**src/verilog/ihbls_defs.svh**
```systemverilog
/*
  Constants of the host byte lane steering block: special host addresses,
  lane widths and reset values.
  Assumes it is included by its bare name by every file that needs it.
*/
`ifndef IHBLS_DEFS_SVH
`define IHBLS_DEFS_SVH

// ====================================================
// Host address map
`define IHBLS_ADDR_W 6
`define IHBLS_OFS_W 5
`define IHBLS_ADDR_DP 6'h10
`define IHBLS_ADDR_HOLE 6'h11
`define IHBLS_ADDR_HALF 6'h1E
`define IHBLS_ADDR_SRST 6'h1F
`define IHBLS_ADDR_WIN_BIT 5

// ====================================================
// Lanes and reset values
`define IHBLS_LANE_W 8
`define IHBLS_WORD_W 16
`define IHBLS_BYTE_RST 8'h00
`define IHBLS_WORD_RST 16'h0000
`define IHBLS_OFS_RST 5'h00

`endif

```
**src/verilog/ihbls_pkg.sv**
```systemverilog
/*
  Types of the host byte lane steering block.
  Assumes nothing of its surroundings.
*/
package ihbls_pkg;

  // ====================================================
  // Bus personalities chosen by the straps
  typedef enum logic [1:0] {
    IHBLS_MODE_ISA,
    IHBLS_MODE_186,
    IHBLS_MODE_8BIT
  } ihbls_mode_t;

endpackage

```
**src/verilog/ihbls_steer.sv**
```systemverilog
/*
  Host address decode and byte lane steering of the 8/16-bit host port.
  Assumes host strobes and address are synchronous to CORE_CLK_I, and that the
  core register file answers reads combinationally from the offsets given.
*/
// Summary of operation
// RULE1: No strap pull-ups selects the ISA-like personality.
// RULE2: Clock strap pull-up only selects 186-like personality.
// RULE3: Both strap pull-ups select the 8-bit personality.
// RULE4: Straps sampled at reset, personality then frozen.
// RULE5: ISA read: low lane offset n, high n or n+1.
// RULE6: ISA write stores low lane only.
// RULE7: 186 read returns the whole aligned offset pair.
// RULE8: 186 write: even takes low, odd high lane.
// RULE9: Address 10h is the packet data port, both lanes.
// RULE10: Address 11h maps to nothing.
// RULE11: Read at 1Eh: upper lane carries no register data.
// RULE12: Read 1Fh triggers soft reset; write stores 1Fh.
`include "ihbls_defs.svh"

module ihbls_steer (
  input wire logic CORE_CLK_I,
  input wire logic RST_N_I,
  input wire logic EEPROM_SELECT_STRAP_I,
  input wire logic EEPROM_CLOCK_STRAP_I,
  input wire logic [`IHBLS_ADDR_W-1:0] ADDR_I,
  input wire logic ADDRESS_ENABLE_INPUT_I,
  input wire logic READ_STROBE_LOW_N_I,
  input wire logic WRITE_STROBE_LOW_N_I,
  input wire logic [`IHBLS_WORD_W-1:0] HOST_DATA_LANES_I,
  output logic [`IHBLS_WORD_W-1:0] HOST_DATA_LANES_O,
  output logic [1:0] HOST_DATA_LANES_OE_N_O,
  output logic [`IHBLS_OFS_W-1:0] CSR_RD_OFS_LO_O,
  output logic [`IHBLS_OFS_W-1:0] CSR_RD_OFS_HI_O,
  input wire logic [`IHBLS_LANE_W-1:0] CSR_RD_DATA_LO_I,
  input wire logic [`IHBLS_LANE_W-1:0] CSR_RD_DATA_HI_I,
  output logic CSR_WR_STB_O,
  output logic [`IHBLS_OFS_W-1:0] CSR_WR_OFS_O,
  output logic [`IHBLS_LANE_W-1:0] CSR_WR_DATA_O,
  input wire logic [`IHBLS_WORD_W-1:0] DP_RD_DATA_I,
  output logic DP_RD_STB_O,
  output logic DP_WR_STB_O,
  output logic [`IHBLS_WORD_W-1:0] DP_WR_DATA_O,
  output logic SOFT_RESET_O,
  output ihbls_pkg::ihbls_mode_t BUS_MODE_O
);
  import ihbls_pkg::*;

  // ====================================================
  // Personality from straps
  ihbls_mode_t mode_reg;
  ihbls_mode_t mode_next;
  logic straps_taken_reg;
  wire logic sel_strap = EEPROM_SELECT_STRAP_I;
  wire logic clk_strap = EEPROM_CLOCK_STRAP_I;

  // Select strap alone has no personality; it falls back to ISA-like
  always_comb
  begin
    case ({sel_strap, clk_strap})
      2'b00: mode_next = IHBLS_MODE_ISA; // RULE1
      2'b01: mode_next = IHBLS_MODE_186; // RULE2
      2'b11: mode_next = IHBLS_MODE_8BIT; // RULE3
      default: mode_next = IHBLS_MODE_ISA;
    endcase
  end

  // Straps caught on the first edge after release, never again
  always_ff @(posedge CORE_CLK_I or negedge RST_N_I)
  begin
    if (!RST_N_I)
    begin
      mode_reg <= IHBLS_MODE_ISA;
      straps_taken_reg <= 1'b0;
    end
    else if (!straps_taken_reg)
    begin
      mode_reg <= mode_next; // RULE4
      straps_taken_reg <= 1'b1; // RULE4
    end
  end

  wire logic is_186 = (mode_reg == IHBLS_MODE_186);

  // ====================================================
  // Address decode
  function automatic logic addr_is(input logic [`IHBLS_ADDR_W-1:0] a,
                                   input logic [`IHBLS_ADDR_W-1:0] ref_a);
    addr_is = (a == ref_a);
  endfunction

  // Address enable only gates ISA-like cycles; the other hosts leave it idle
  wire logic selected = !(mode_reg == IHBLS_MODE_ISA && ADDRESS_ENABLE_INPUT_I);
  // Upper window is not served by this block
  wire logic in_window = ADDR_I[`IHBLS_ADDR_WIN_BIT];
  wire logic [`IHBLS_OFS_W-1:0] ofs = ADDR_I[`IHBLS_OFS_W-1:0];
  wire logic hit_dp = addr_is(ADDR_I, `IHBLS_ADDR_DP);
  wire logic hit_hole = addr_is(ADDR_I, `IHBLS_ADDR_HOLE);
  wire logic hit_half = addr_is(ADDR_I, `IHBLS_ADDR_HALF);
  wire logic hit_srst = addr_is(ADDR_I, `IHBLS_ADDR_SRST);
  wire logic hit_csr = selected && !in_window && !hit_dp && !hit_hole;

  // ====================================================
  // Read steering
  assign CSR_RD_OFS_LO_O = is_186 ? {ofs[`IHBLS_OFS_W-1:1], 1'b0} : ofs; // RULE5 RULE7
  assign CSR_RD_OFS_HI_O = {ofs[`IHBLS_OFS_W-1:1], 1'b1}; // RULE5 RULE7

  logic [`IHBLS_WORD_W-1:0] rd_word;
  always_comb
  begin
    if (!selected || in_window || hit_hole)
      rd_word = `IHBLS_WORD_RST; // RULE10
    else if (hit_dp)
      rd_word = DP_RD_DATA_I; // RULE9
    else if (hit_half)
      rd_word = {`IHBLS_BYTE_RST, CSR_RD_DATA_LO_I}; // RULE11
    else if (!is_186 && ofs[0])
      rd_word = {CSR_RD_DATA_LO_I, CSR_RD_DATA_LO_I}; // RULE5
    else
      rd_word = {CSR_RD_DATA_HI_I, CSR_RD_DATA_LO_I}; // RULE5 RULE7
  end

  logic [`IHBLS_WORD_W-1:0] rd_data_reg;
  logic rd_prev_n_reg;
  wire logic rd_active = !READ_STROBE_LOW_N_I && selected;
  wire logic rd_start = rd_active && rd_prev_n_reg;

  // Data follows the address every cycle of the strobe: one cycle behind
  always_ff @(posedge CORE_CLK_I or negedge RST_N_I)
  begin
    if (!RST_N_I)
    begin
      rd_data_reg <= `IHBLS_WORD_RST;
      rd_prev_n_reg <= 1'b1;
    end
    else
    begin
      rd_data_reg <= rd_word;
      rd_prev_n_reg <= !rd_active;
    end
  end

  assign HOST_DATA_LANES_O = rd_data_reg;
  assign HOST_DATA_LANES_OE_N_O = {2{!rd_active}};

  // ====================================================
  // Read side effects
  logic dp_rd_stb_reg;
  logic soft_reset_reg;
  logic rd_dp_reg;

  // Packet port advances when the read ends, so the word stays put meanwhile
  always_ff @(posedge CORE_CLK_I or negedge RST_N_I)
  begin
    if (!RST_N_I)
    begin
      rd_dp_reg <= 1'b0;
      dp_rd_stb_reg <= 1'b0;
      soft_reset_reg <= 1'b0;
    end
    else
    begin
      rd_dp_reg <= rd_active && hit_dp;
      dp_rd_stb_reg <= rd_dp_reg && !(rd_active && hit_dp); // RULE9
      soft_reset_reg <= rd_start && hit_srst; // RULE12
    end
  end

  assign DP_RD_STB_O = dp_rd_stb_reg;
  assign SOFT_RESET_O = soft_reset_reg;

  // ====================================================
  // Write steering
  wire logic wr_active = !WRITE_STROBE_LOW_N_I && selected;
  wire logic wr_high_lane = is_186 && ofs[0];
  wire logic [`IHBLS_LANE_W-1:0] wr_byte = wr_high_lane ?
    HOST_DATA_LANES_I[`IHBLS_WORD_W-1:`IHBLS_LANE_W] : // RULE8
    HOST_DATA_LANES_I[`IHBLS_LANE_W-1:0]; // RULE6 RULE8

  logic wr_seen_reg;
  logic wr_csr_reg;
  logic wr_dp_reg;
  logic [`IHBLS_OFS_W-1:0] wr_ofs_reg;
  logic [`IHBLS_LANE_W-1:0] wr_byte_reg;
  logic [`IHBLS_WORD_W-1:0] wr_word_reg;
  logic csr_wr_stb_reg;
  logic dp_wr_stb_reg;

  // Last cycle of the strobe is the one committed, as data settles late
  always_ff @(posedge CORE_CLK_I or negedge RST_N_I)
  begin
    if (!RST_N_I)
    begin
      wr_seen_reg <= 1'b0;
      wr_csr_reg <= 1'b0;
      wr_dp_reg <= 1'b0;
      wr_ofs_reg <= `IHBLS_OFS_RST;
      wr_byte_reg <= `IHBLS_BYTE_RST;
      wr_word_reg <= `IHBLS_WORD_RST;
      csr_wr_stb_reg <= 1'b0;
      dp_wr_stb_reg <= 1'b0;
    end
    else
    begin
      wr_seen_reg <= wr_active;
      csr_wr_stb_reg <= wr_seen_reg && !wr_active && wr_csr_reg; // RULE6 RULE12
      dp_wr_stb_reg <= wr_seen_reg && !wr_active && wr_dp_reg; // RULE9
      if (wr_active)
      begin
        wr_csr_reg <= hit_csr; // RULE10
        wr_dp_reg <= hit_dp && !in_window; // RULE9
        wr_ofs_reg <= ofs;
        wr_byte_reg <= wr_byte;
        wr_word_reg <= HOST_DATA_LANES_I;
      end
    end
  end

  assign CSR_WR_STB_O = csr_wr_stb_reg;
  assign CSR_WR_OFS_O = wr_ofs_reg;
  assign CSR_WR_DATA_O = wr_byte_reg;
  assign DP_WR_STB_O = dp_wr_stb_reg;
  assign DP_WR_DATA_O = wr_word_reg;
  assign BUS_MODE_O = mode_reg;

endmodule

```
**config.mk**
```make
export PLATFORM = sky130hd
export DESIGN_NAME = ihbls_steer
export DESIGN_NICKNAME = d
export VERILOG_FILES = /design/src/verilog/ihbls_pkg.sv /design/src/verilog/ihbls_steer.sv
export VERILOG_INCLUDE_DIRS = /design/src /design/src/verilog
export SDC_FILE = /design/constraint.sdc
export NUM_CORES = 1
export LEC_CHECK = 0
export BUFFER_PORTS_ARGS = -buffer_cell sky130_fd_sc_hd__buf_2
export CAP_MARGIN = 5
export CORE_ASPECT_RATIO = 1.4
export CORE_UTILIZATION = 40
export CTS_CLUSTER_DIAMETER = 100
export DETAILED_ROUTE_END_ITERATION = 16
export GPL_TIMING_DRIVEN = 0
export PLACE_DENSITY = 0.71
export SYNTH_ARGS = -nofsm -noshare
export SYNTH_HDL_FRONTEND = slang
export SYNTH_SLANG_ARGS = --single-unit
```
**constraint.sdc**
```tcl
create_clock -name CORE_CLK_I -period 1.5 [get_ports CORE_CLK_I]
set_clock_uncertainty 0.05 [all_clocks]
set_input_delay 0.15 -clock CORE_CLK_I [delete_from_list [all_inputs] [get_ports CORE_CLK_I]]
set_output_delay 0.15 -clock CORE_CLK_I [all_outputs]
set_load 0.01 [all_outputs]
```
==> out/metrics.csv <==
stage,metric,value,unit
detailed_routing,drc,0,
job,max-cap-violations,0,
sta,hold_viol_final,0,
global_routing,grt_max_degree,58,
sta,relSlewSlack,51.9,%
sta,layout_setup_ws,-129,ps
placed_design,numPortBuffers,122,
critical_path,r2r_start,BUS_MODE_O[1],
global_routing,gr-total-overflow,0,
global_routing,grt_usage,22.2,%
critical_path,slowest_delay,440,ps
die,num_rows,33,
synth,yosys-top-cells-count,"nand2_1, dfrtp_1, o21ai_0, buf_4, and3_1",
synth,yosysSeqAreaShare,56.3,%
synth,synth_top_area_share,55.3,%
die,dieArea,0.00666,mm²
critical_path,timing.rr.end,CSR_WR_DATA_O[1],
detailed_routing,first_iter_violations,107,
power,powerDensity,1020,mW/mm²
global_routing,grt_pass1_wl,11200,µm
critical_path,crit_type,register to output pin,
sta,fin_tns_setup,-1630,ps
hold_path,min-delay-start,EEPROM_SELECT_STRAP_I,
synth,syn_area,0.00253,mm²
synth,yosys_warnings,0,
global_routing,use_met2,41.4,%
die,die-height,96.2,µm
hold_path,hold_path.class,input pin to register,
placed_design,dpl.hpwl,4700,µm
clocking,cts_tree,yes,
critical_path,crit_fanout,10,
sta,setup_viol,33,
synth,synth_top_flop_cell,dfrtp_1,
clocking,clk_pin_slew,60,ps
clocking,tritoncts.num_buffers,9,
sta,rsz0062_at_grt,true,
sta,worstMarginPinSlew,722,ps
global_routing,antenna_found_initial,0,
critical_path,cpLargestDelayFamily,flip-flops,
clocking,clockBufferDepth,2,
critical_path,reg2reg_depth,4,
critical_path,worstSetupEndpointType,output pin,
die,die_w,69.3,µm
critical_path,crit_required,1300,ps
detailed_routing,ant_nets,0,
cells_and_area,nets,492,
status,status,"complete, but fails checks",
global_routing,grt-busiest-layer,met2,
detailed_routing,drt_first_pass_iters,4,
critical_path,cpMostUsedCell,buf_2,
cells_and_area,fillers,493,
synth,yosysTopAreaCell,dfrtp_1,
sta,fmax,0.614,GHz
synth,async_flop_share,100,%
cells_and_area,drive_above_1_share,41.5,%
sta,min_period,1630,ps
power,p_leak,2.07,nW
sta,hold_slack,17.5,ps
global_routing,gr-usage-met3,7.43,%
cells_and_area,multiInputGateArea,968,µm²
synth,synth.area.top_cells,"dfrtp_1, nand2_1, buf_4, a21oi_2, mux2i_1",
critical_path,crit_path_start,BUS_MODE_O[1],
sta,period_share,109,%
die,core-area,0.00599,mm²
critical_path,crit_chain,nand2b_4 > buf_2 > and2_1 > buf_2,
sta,slew_viol_final,0,
critical_path,cp_slowest_cell,dfrtp_2,
detailed_routing,drt-total-wl,6960,µm
clocking,clk_latency,330,ps
critical_path,start_kind,register,
synth,avgSynthCellArea,9.60,µm²
hold_path,holdPathEnd,BUS_MODE_O[1],
synth,synth_edf_count,0,
clocking,htree_levels,3,
placed_design,dp_slack,-159,ps
detailed_routing,vias,2394,
placed_design,gp_congestion,0.786,
critical_path,cp.depth,4,
detailed_routing,via_per_inst,4.73,
synth,synth-seq-cells,57,
die,initial_core_util,42.3,%
hold_path,worst_hold_path.num_cells,3,
clocking,cts_sinks,57,
global_routing,grt_pass1_vias,2444,
cells_and_area,regArea,0.00143,mm²
power,ir_drop,0.545,mV
status,violations,negative setup slack,
detailed_routing,wl_per_cell,13.8,µm
cells_and_area,antenna_cells,0,
global_routing,groute.layer.met1.usage,23.5,%
critical_path,r2r_setup_slack,-70,ps
synth,ys_types,31,
clocking,root_buffer,clkbuf_8,
cells_and_area,area_growth_syn_to_layout,49.1,%
synth,syn_inst,264,
critical_path,cp_num_buf_inv,2,
die,io_pins,124,
synth,synth.most_common_cell,nand2_1,
critical_path,cp.arrival,1430,ps
==> tightest hold or removal path: stages <==
cell,delay (ps)
buf_2,100
nand2_1,50
o21ai_0,60
==> placed cells by master, fill, tap and decap left out, types with 2 or more instances in the layout <==
| cell type | instances |
|---|---|
| a21oi_2 | 10 |
| buf_2 | 123 |
| buf_4 | 18 |
| conb_1 | 2 |
| buf_6 | 3 |
| mux2i_1 | 8 |
| clkinv_2 | 3 |
| clkbuf_1 | 2 |
| dlygate4sd3_1 | 32 |
| o21ai_1 | 8 |
| nand2_1 | 100 |
| a21boi_0 | 6 |
| clkinvlp_4 | 3 |
| dfrtp_2 | 2 |
| and2_1 | 2 |
| a21boi_1 | 2 |
| clkbuf_8 | 9 |
| and3_1 | 11 |
| a21oi_1 | 7 |
| o21ai_0 | 12 |
| dfrtp_1 | 54 |
==> power breakdown <==
part | internal (mW) | total, mW | switching [mW]
logic | 0.392 | 0.834 | 0.442
clock network | 0.593 | 1.23 | 0.637
registers | 1.70 | 1.78 | 0.0765
==> cell type report <==
class                      instances  share of cell area [%]
clock inverter                     7                    1.23
clock buffer                       9                    3.28
timing repair buffer             156                    25.3
sequential                        57                    37.9
buffer                            23                    4.31
multi-input combinational        183                    25.6
tap                               70                    2.32
inverter                           1                  0.0994
==> timing repair <==
item	4_1_cts	5_1_grt
setup buffers	1	1
hold buffers	31	1
resized for setup	13	5
pin swaps	2	3
endpoints found under the hold margin	31	56
endpoints found under the setup margin	42	44
==> per-stage QoR <==
step | power, mW | cells | utilization [%] | cell area [µm²]
after floorplan | 2.18 | 265 | - | 2540
final | 3.84 | 506 | 63.1 | 3780
after CTS | 3.87 | 504 | 62.7 | 3760
after global placement | 2.54 | 457 | 54.0 | 3240
after detailed placement | 2.55 | 457 | 54.0 | 3240
after global routing | 4.06 | 506 | 63.1 | 3780
==> worst max-delay path by stage <==
stage	endpoint	slack, ps
after detailed placement	DP_WR_DATA_O[14]	-160
after global placement	DP_WR_DATA_O[5]	-140
after floorplan	wr_csr_reg	110
final	CSR_RD_OFS_LO_O[0]	-130
after CTS	HOST_DATA_LANES_OE_N_O[1]	-190
after global routing	HOST_DATA_LANES_OE_N_O[1]	-200
==> cells by family after synthesis <==
kind of cell,after synthesis,share of synthesized area [%]
compound gates,46,11.6
buf+inv,25,6.22
flops,57,56.3
mux,9,3.61
other cells,1,0.148
simple gates,126,22.1
==> metal layers <==
layer / wire, µm / up-vias
li1: - / 1183
met1: 2730 / 1095
met2: 3680 / 111
met3: 505 / 5
met4: 51 / 0
met5: 0 / -
(Power assumes the default switching activity.)
